$ cat config.mk
export PLATFORM = sky130hd
export DESIGN_NAME = temp_sensor_freq_counter
export DESIGN_NICKNAME = d
export VERILOG_FILES = /design/src/rtl/temp_sensor_pkg.sv /design/src/rtl/clk_source_edge.sv /design/src/rtl/temp_sensor_freq_counter.sv
export SDC_FILE = /design/constraint.sdc
export NUM_CORES = 1
export LEC_CHECK = 0
export ABC_AREA = 1
export BUFFER_PORTS_ARGS = -buffer_cell sky130_fd_sc_hd__buf_2
export CORE_MARGIN = 1.5
export CORE_UTILIZATION = 57
export CTS_CLUSTER_DIAMETER = 80
export CTS_CLUSTER_SIZE = 30
export DETAILED_ROUTE_END_ITERATION = 6
export PLACE_DENSITY = 0.82
export SETUP_SLACK_MARGIN = 0.05
export SYNTH_ARGS = -nofsm -noshare
export SYNTH_HDL_FRONTEND = slang
export SYNTH_SLANG_ARGS = --single-unit
$ cat constraint.sdc
create_clock -name clk -period 2 [get_ports clk]
set_input_delay 0.1 -clock clk [delete_from_list [all_inputs] [get_ports clk]]
set_output_delay 0.1 -clock clk [all_outputs]
set_load 0.03 [all_outputs]
$ cat src/rtl/temp_sensor_pkg.sv
package temp_sensor_pkg;

    // register byte addresses
    localparam int          ADDR_W        = 12;
    localparam logic [11:0] CTRL_ADDR     = 12'h000;
    localparam logic [11:0] PERIOD_ADDR   = 12'h004;
    localparam logic [11:0] COUNT_ADDR    = 12'h008;
    localparam logic [11:0] STATUS_ADDR   = 12'h00c;
    localparam logic [11:0] MASK_ADDR     = 12'h010;

    // sensor_control fields
    localparam int          EN_BIT        = 0;
    localparam int          START_BIT     = 1;
    localparam int          FLAG_BIT      = 2;
    localparam int          IRQEN_BIT     = 3;
    localparam int          REFSEL_LSB    = 4;
    localparam int          SENSESEL_LSB  = 8;
    localparam int          SEL_W         = 2;
    localparam int          SRC_N         = 4;
    localparam logic [1:0]  REFSEL_RESET  = 2'h0;
    localparam logic [1:0]  SENSE_OSC_SEL = 2'h0;

    // counter widths and reset values
    localparam int           PERIOD_W     = 20;
    localparam int           COUNT_W      = 16;
    localparam logic [19:0]  PERIOD_RESET = 20'hfffff;
    localparam logic [15:0]  COUNT_RESET  = 16'h0000;
    localparam logic [19:0]  PERIOD_ONE   = 20'h00001;
    localparam logic [15:0]  COUNT_ONE    = 16'h0001;

    // event status bits
    localparam int          EVT_W         = 1;
    localparam int          EVT_MATCH     = 0;
    localparam logic [0:0]  EVT_RESET     = 1'h0;

    localparam int          DATA_W        = 32;
    localparam logic [31:0] DATA_ZERO     = 32'h0000_0000;

    typedef enum logic [1:0] {
        ST_IDLE = 2'b00,
        ST_RUN  = 2'b01,
        ST_DONE = 2'b11
    } meas_state_type;

    typedef struct packed {
        logic              psel;
        logic              penable;
        logic              pwrite;
        logic [ADDR_W-1:0] paddr;
        logic [DATA_W-1:0] pwdata;
    } apb_req_type;

    typedef struct packed {
        logic [DATA_W-1:0] prdata;
        logic              pready;
        logic              pslverr;
    } apb_rsp_type;

endpackage

$ cat src/rtl/clk_source_edge.sv
module clk_source_edge #(
    parameter int N_SRC = 4,
    parameter int SEL_BITS = 2
) (
    input  wire logic                clk,
    input  wire logic                rst_b,
    input  wire logic [N_SRC-1:0]    sources,
    input  wire logic [SEL_BITS-1:0] sel,
    output logic                     edgePulse
);
    typedef struct packed {
        logic prev;
    } edge_state_type;

    edge_state_type s_r;
    edge_state_type s_nxt;
    logic           cur;

    // pick source and flag its rising edge
    always_comb begin
        s_nxt = s_r;
        cur = sources[sel];
        s_nxt.prev = cur;
        edgePulse = cur & ~s_r.prev;
    end

    // previous level of the chosen source
    always_ff @(posedge clk or negedge rst_b) begin
        if (!rst_b) begin
            s_r <= '0;
        end else begin
            s_r <= s_nxt;
        end
    end
endmodule

$ cat src/rtl/temp_sensor_freq_counter.sv
// Behaviour
// (RQ1) count reference edges, flag match at period
// (RQ2) count sense edges for software readout
// (RQ3) flag clears on written one only
// (RQ4) match interrupt gated by enable bit
// (RQ5) run only enabled; start clears, restarts
// (RQ6) selectable reference and sense sources
// (RQ7) software keeps reference faster than sense
// (RQ8) software supplies reference of 8MHz minimum
// (RQ9) period register read-write, resets all ones
// (RQ10) sense count read-only, resets to zero
// (RQ11) counters freeze at match until restart
module temp_sensor_freq_counter (
    input  wire logic                                 clk,
    input  wire logic                                 rst_b,
    input  wire temp_sensor_pkg::apb_req_type         apbReq,
    output temp_sensor_pkg::apb_rsp_type              apbRsp,
    input  wire logic [temp_sensor_pkg::SRC_N-1:0]    refSources,
    input  wire logic [temp_sensor_pkg::SRC_N-1:0]    senseSources,
    output logic                                      irq
);
    import temp_sensor_pkg::*;

    typedef struct packed {
        apb_rsp_type           rsp;
        logic                  irq;
        meas_state_type        mstate;
        logic                  enable;
        logic                  irqEnable;
        logic                  matchFlag;
        logic [SEL_W-1:0]      refSel;
        logic [SEL_W-1:0]      senseSel;
        logic [PERIOD_W-1:0]   period;
        logic [PERIOD_W-1:0]   refCount;
        logic [COUNT_W-1:0]    senseCount;
        logic [EVT_W-1:0]      status;
        logic [EVT_W-1:0]      mask;
        logic [EVT_W-1:0]      statusSeen;
    } core_state_type;

    // one select line per mapped register
    typedef struct packed {
        logic ctrl;
        logic period;
        logic count;
        logic status;
        logic mask;
    } reg_hit_type;

    core_state_type s_r;
    core_state_type s_nxt;
    logic           refEdge;
    logic           senseEdge;
    logic           setup;
    logic           access;
    logic           matchNow;
    logic [PERIOD_W-1:0] refNext;
    reg_hit_type    hit;

    // sensor_control image as software reads it
    function automatic logic [DATA_W-1:0] ctrlImage(input core_state_type st);
        logic [DATA_W-1:0] v;
        v = DATA_ZERO;
        v[EN_BIT] = st.enable;
        v[FLAG_BIT] = st.matchFlag;
        v[IRQEN_BIT] = st.irqEnable;
        v[REFSEL_LSB +: SEL_W] = st.refSel;
        v[SENSESEL_LSB +: SEL_W] = st.senseSel;
        return v;
    endfunction

    // address to register select, all zero when unmapped
    function automatic reg_hit_type decodeAddr(input logic [ADDR_W-1:0] addr);
        reg_hit_type h;
        h = '0;
        case (addr)
            CTRL_ADDR: begin
                h.ctrl = 1'b1;
            end
            PERIOD_ADDR: begin
                h.period = 1'b1;
            end
            COUNT_ADDR: begin
                h.count = 1'b1;
            end
            STATUS_ADDR: begin
                h.status = 1'b1;
            end
            MASK_ADDR: begin
                h.mask = 1'b1;
            end
            default: begin
                h = '0;
            end
        endcase
        return h;
    endfunction

    // read data of the selected register, zero when unmapped
    function automatic logic [DATA_W-1:0] readImage(input core_state_type st,
                                                     input reg_hit_type    h);
        logic [DATA_W-1:0] v;
        v = DATA_ZERO;
        if (h.ctrl) begin
            v = ctrlImage(st);
        end
        if (h.period) begin
            v[PERIOD_W-1:0] = st.period; // RQ9
        end
        if (h.count) begin
            v[COUNT_W-1:0] = st.senseCount; // RQ10
        end
        if (h.status) begin
            v[EVT_W-1:0] = st.status;
        end
        if (h.mask) begin
            v[EVT_W-1:0] = st.mask;
        end
        return v;
    endfunction

    // control write: fields, flag clear, enable and start
    function automatic core_state_type ctrlWrite(input core_state_type    st,
                                                 input logic [DATA_W-1:0] wd);
        core_state_type n;
        n = st;
        n.enable = wd[EN_BIT]; // RQ5
        n.irqEnable = wd[IRQEN_BIT]; // RQ4
        n.refSel = wd[REFSEL_LSB +: SEL_W]; // RQ6
        n.senseSel = wd[SENSESEL_LSB +: SEL_W]; // RQ6
        if (wd[FLAG_BIT]) begin
            n.matchFlag = 1'b0; // RQ3
        end
        if (!wd[EN_BIT]) begin
            n.mstate = ST_IDLE; // RQ5
        end else if (wd[START_BIT]) begin
            n.refCount = '0; // RQ5
            n.senseCount = COUNT_RESET; // RQ5
            n.mstate = ST_RUN; // RQ5
        end
        return n;
    endfunction

    // reference count equals period; a zero period never matches
    function automatic logic periodReached(input logic [PERIOD_W-1:0] count,
                                           input logic [PERIOD_W-1:0] period);
        return (count == period) && (|period); // RQ1
    endfunction

    // interrupt level from control enable and unmasked events
    function automatic logic irqLevel(input core_state_type st);
        return st.irqEnable & (|(st.status & st.mask)); // RQ4
    endfunction

    // reference source edge
    clk_source_edge #(
        .N_SRC    (SRC_N),
        .SEL_BITS (SEL_W)
    ) refEdgeDet (
        .clk       (clk),
        .rst_b     (rst_b),
        .sources   (refSources),
        .sel       (s_r.refSel),
        .edgePulse (refEdge)
    );

    // sense source edge
    clk_source_edge #(
        .N_SRC    (SRC_N),
        .SEL_BITS (SEL_W)
    ) senseEdgeDet (
        .clk       (clk),
        .rst_b     (rst_b),
        .sources   (senseSources),
        .sel       (s_r.senseSel),
        .edgePulse (senseEdge)
    );

    // bus, measurement and event logic
    always_comb begin
        s_nxt = s_r;
        matchNow = 1'b0;
        refNext = s_r.refCount + PERIOD_ONE;
        setup = apbReq.psel & ~apbReq.penable;
        access = apbReq.psel & apbReq.penable & s_r.rsp.pready;
        hit = decodeAddr(apbReq.paddr);

        // one wait-free access phase after each setup
        s_nxt.rsp.pready = setup;
        s_nxt.rsp.pslverr = 1'b0;
        s_nxt.rsp.prdata = DATA_ZERO;
        if (setup) begin
            s_nxt.statusSeen = EVT_RESET;
            s_nxt.rsp.prdata = readImage(s_r, hit); // RQ9 RQ10
            s_nxt.rsp.pslverr = ~(|hit);
            if (hit.status) begin
                s_nxt.statusSeen = s_r.status;
            end
        end

        // measurement sequence
        case (s_r.mstate)
            ST_IDLE: begin
                s_nxt.mstate = ST_IDLE;
            end
            ST_RUN: begin
                if (refEdge) begin
                    s_nxt.refCount = refNext; // RQ1
                    if (periodReached(refNext, s_r.period)) begin
                        matchNow = 1'b1; // RQ1
                        s_nxt.mstate = ST_DONE; // RQ11
                    end
                end
                if (senseEdge) begin
                    s_nxt.senseCount = s_r.senseCount + COUNT_ONE; // RQ2
                end
            end
            ST_DONE: begin
                s_nxt.mstate = ST_DONE; // RQ11
            end
            default: begin
                s_nxt.mstate = ST_IDLE;
            end
        endcase
        if (!s_r.enable) begin
            s_nxt.mstate = ST_IDLE; // RQ5
        end

        // register writes take effect at the access edge
        if (access && apbReq.pwrite) begin
            if (hit.ctrl) begin
                s_nxt = ctrlWrite(s_nxt, apbReq.pwdata); // RQ3 RQ4 RQ5 RQ6
            end
            if (hit.period) begin
                s_nxt.period = apbReq.pwdata[PERIOD_W-1:0]; // RQ9
            end
            if (hit.mask) begin
                s_nxt.mask = apbReq.pwdata[EVT_W-1:0];
            end
        end

        // read clears only the bits that were reported
        if (access && !apbReq.pwrite && hit.status) begin
            s_nxt.status = s_r.status & ~s_r.statusSeen;
        end

        // a new match wins over any clear
        if (matchNow) begin
            s_nxt.matchFlag = 1'b1; // RQ3
            s_nxt.status[EVT_MATCH] = 1'b1;
        end

        s_nxt.irq = irqLevel(s_nxt); // RQ4
    end

    // single state register
    always_ff @(posedge clk or negedge rst_b) begin
        if (!rst_b) begin
            s_r.rsp.prdata <= DATA_ZERO;
            s_r.rsp.pready <= 1'b0;
            s_r.rsp.pslverr <= 1'b0;
            s_r.irq <= 1'b0;
            s_r.mstate <= ST_IDLE;
            s_r.enable <= 1'b0;
            s_r.irqEnable <= 1'b0;
            s_r.matchFlag <= 1'b0;
            s_r.refSel <= REFSEL_RESET;
            s_r.senseSel <= SENSE_OSC_SEL; // RQ6
            s_r.period <= PERIOD_RESET; // RQ9
            s_r.refCount <= '0;
            s_r.senseCount <= COUNT_RESET; // RQ10
            s_r.status <= EVT_RESET;
            s_r.mask <= EVT_RESET;
            s_r.statusSeen <= EVT_RESET;
        end else begin
            s_r <= s_nxt;
        end
    end

    // outputs straight from the state register
    assign apbRsp = s_r.rsp;
    assign irq = s_r.irq;
endmodule

==> impl_metrics.csv <==
group,metric,value,unit
worst_setup_path,setup.worst_path.class,"flip-flop to flip-flop",
routing,drcViolationCount,0,
power,peakVddDrop,0.378,mV
floorplanning,die_x,99.8,µm
synth,syn-cell-area,5340,µm²
clocking,cts_max_level,3,
floorplanning,fp.coreArea,9150,µm²
finish,multiInputGateArea,2510,µm²
synth,synth.distinct_cells,43,
finish,n_fill_cell,707,
power,leakage,3.25,nW
finish,ff_latch_area,2350,µm²
clocking,clock-root-buffer,"clkbuf_8",
synth,synth_area_leaders,"dfrtp_1 (34%), nand2_1 (14%), dfstp_2 (9.8%)",
sta,maxSlewHeadroom,0.648,
sta,max_freq,493,MHz
placement,placed_cell_area,5690,µm²
sta,tightestPinTransition,0.528,ns
routing,dr.pass1.iters,5,
worst_setup_path,rrSetupSlack,-0.03,ns
synth,synth_warnings,0,
routing,drt-total-wl,13800,µm
sta,skew,0.0169,ns
finish,drive_above_1_share,0.235,
power,power_density,623,nW/µm²
synth,async_reset_ff_frac,1.00,
flow_run,cap_violations,0,
worst_setup_path,cp.required,2.31,ns
clocking,clk_path_buf_depth,2,
routing,drt_iter0_markers,390,
floorplanning,ios,92,
synth,synth_top_cell_by_area,"dfrtp_1",
sta,min_period_over_period,1.01,
finish,nNetsFinal,853,
finish,post-route-cell-area,6350,µm²
placement,portBuffers,67,
floorplanning,die_area,9950,µm²
routing,avgViaCountPerCell,5.54,
sta,final-hold-violation-count,0,
global_routing,gr-total-overflow,0,
synth,ys_seq_area_frac,0.441,
finish,num_antenna_cells,0,
global_routing,antenna_found_initial,0,
worst_setup_path,start_kind,"flip-flop",
global_routing,grt_pass1_vias,4798,
worst_setup_path,arrival,2.33,ns
worst_setup_path,cp-end-kind,"flip-flop",
synth,synth_seq_cells,93,
placement,dp_slack,0.0208,ns
synth,synthFlopType,"dfrtp_1",
synth,synth_common_cells,"nand2_1 (194), inv_1 (86), dfrtp_1 (73)",
floorplanning,initial_core_util,0.583,
global_routing,grt.total_usage,0.285,
placement,post-dp-hpwl,9600,µm
global_routing,grt_start_max_net_pins,42,
clocking,clk_pin_slew_worst_paths,0.11,ns
synth,yosysMostFrequentCell,"nand2_1",
outcome,violations,"setup timing",
worst_hold_path,hold_class,"input pin to flip-flop",
floorplanning,die_h,99.8,µm
clocking,tritoncts,"built",
worst_setup_path,path_max_fanout,6,
synth,avgSynthCellArea,7.58,µm²
routing,postRouteAntennaNets,0,
sta,period_minus_slack,2.03,ns
clocking,clock_latency,0.38,ns
routing,wl_per_cell,15.2,µm
routing,via_count,5041,
sta,setup_slack,-0.0265,ns
synth,synth-edff-count,0,
finish,area_delta_synth_final,19.0,%
placement,place_congestion,0.897,
clocking,numCtsBuffers,9,
sta,finalSetupViolCount,1,
outcome,status,"finished with violations",
synth,yosys.area.top_type_share,0.342,
sta,rsz0062_at_grt,"yes",
sta,slew_viol_final,0,
floorplanning,rows,35,
clocking,cts.sinks,93,
global_routing,grt_pass1_wl,22400,µm
synth,synthCells,704,
## flip-flops by register name, indices dropped and copies added, names as in the netlist
signal,cells
apbRsp,22
s_r,68
senseEdgeDet.s_r,1
refEdgeDet.s_r,1
irq,1
## metal layers
layer  track usage  share of wire  vias up
met5             0              0        -
met4        0.0769          0.020        0
met3        0.0460          0.071       26
met2         0.502           0.51      221
met1         0.367           0.40     2394
li1              -              -     2400
## worst max-delay path: stages (launching register included)
cell,delay [ns]
dfrtp_1,0.42
ha_4,0.18
nand2_4,0.06
nor2_4,0.21
nand2_4,0.13
nor2_4,0.14
nand3_2,0.10
nand2_2,0.09
nand2_1,0.05
nand2_1,0.08
nand3_2,0.12
nor2_4,0.12
nand2_4,0.09
a21oi_2,0.16
## logic make-up after synthesis
kind of cell	count (synthesis)	share of synthesized area
adders and majority gates	2	0.00469
buffers and inverters	136	0.120
AOI/OAI and AO/OA	110	0.118
xor gates and xnor gates	12	0.0211
DFF	93	0.441
and+or+nand+nor	350	0.295
other	1	0.000703
## power breakdown
part / internal, mW / switching (mW) / total (mW)
Combinational: 0.254 / 0.318 / 0.571
Sequential: 1.95 / 0.0890 / 2.04
Clock: 0.608 / 0.741 / 1.35
Total: 2.81 / 1.15 / 3.96
## per-stage QoR
stage | setup TNS (ns) | cells | total power, mW | hold slack (ns) | utilization
after floorplan | 0 | 715 | 2.35 | -0.196 | -
after global placement | 0 | 861 | 2.51 | 0.103 | 0.621
after detailed placement | 0 | 861 | 2.54 | 0.111 | 0.621
after CTS | 0 | 908 | 3.96 | 0.00194 | 0.683
after global routing | -0.359 | 910 | 4.11 | 0.0303 | 0.694
final | -0.0265 | 910 | 3.96 | 0.0140 | 0.694
## timing repair
action                     in CTS  in global routing
hold buffers                   21                  0
buffers inserted               10                  4
hold endpoints to repair       55                  0
setup endpoints to repair       2                 10
gates resized for setup        16                 28
gates cloned                    0                  0
pin swaps                      18                 12
## path summary, 6_finish.rpt
path | from | end | cells past startpoint
worst min-delay path | apbReq[1] | s_r[40] | 3
min in group asynchronous | rst_b | apbRsp[3] | 2
max in group asynchronous | rst_b | s_r[48] | 3
worst max-delay path | s_r[19] | irq | 13
worst max register to register | s_r[19] | irq | 13
worst min register to register | s_r[13] | s_r[13] | 1
## layout by cell type (no fill, tap or decap), types with 4 or more instances in the layout
master / instances
inv_1: 85
o21ai_1: 4
o221ai_1: 5
conb_1: 12
nand2_1: 182
buf_2: 66
nand2_4: 4
nor2_1: 48
nor2_2: 11
dfstp_2: 20
dlygate4sd3_1: 21
o211ai_1: 9
nand4_1: 13
xor2_1: 9
buf_6: 5
clkbuf_8: 9
a21oi_1: 38
nand3_2: 5
nand3_1: 46
nor2_4: 10
nor3_1: 8
o21ai_0: 41
dfrtp_1: 73
buf_4: 22
nand2_2: 13
## final cells by class
type,instances,area share
Clock buffer,9,0.0195
Clock inverter,7,0.0144
Inverter,88,0.0520
Multi-Input combinational cell,486,0.396
Sequential cell,93,0.370
Tap cell,111,0.0219
Timing Repair Buffer,116,0.126
Note: power is estimated with default switching activity, not from simulation.
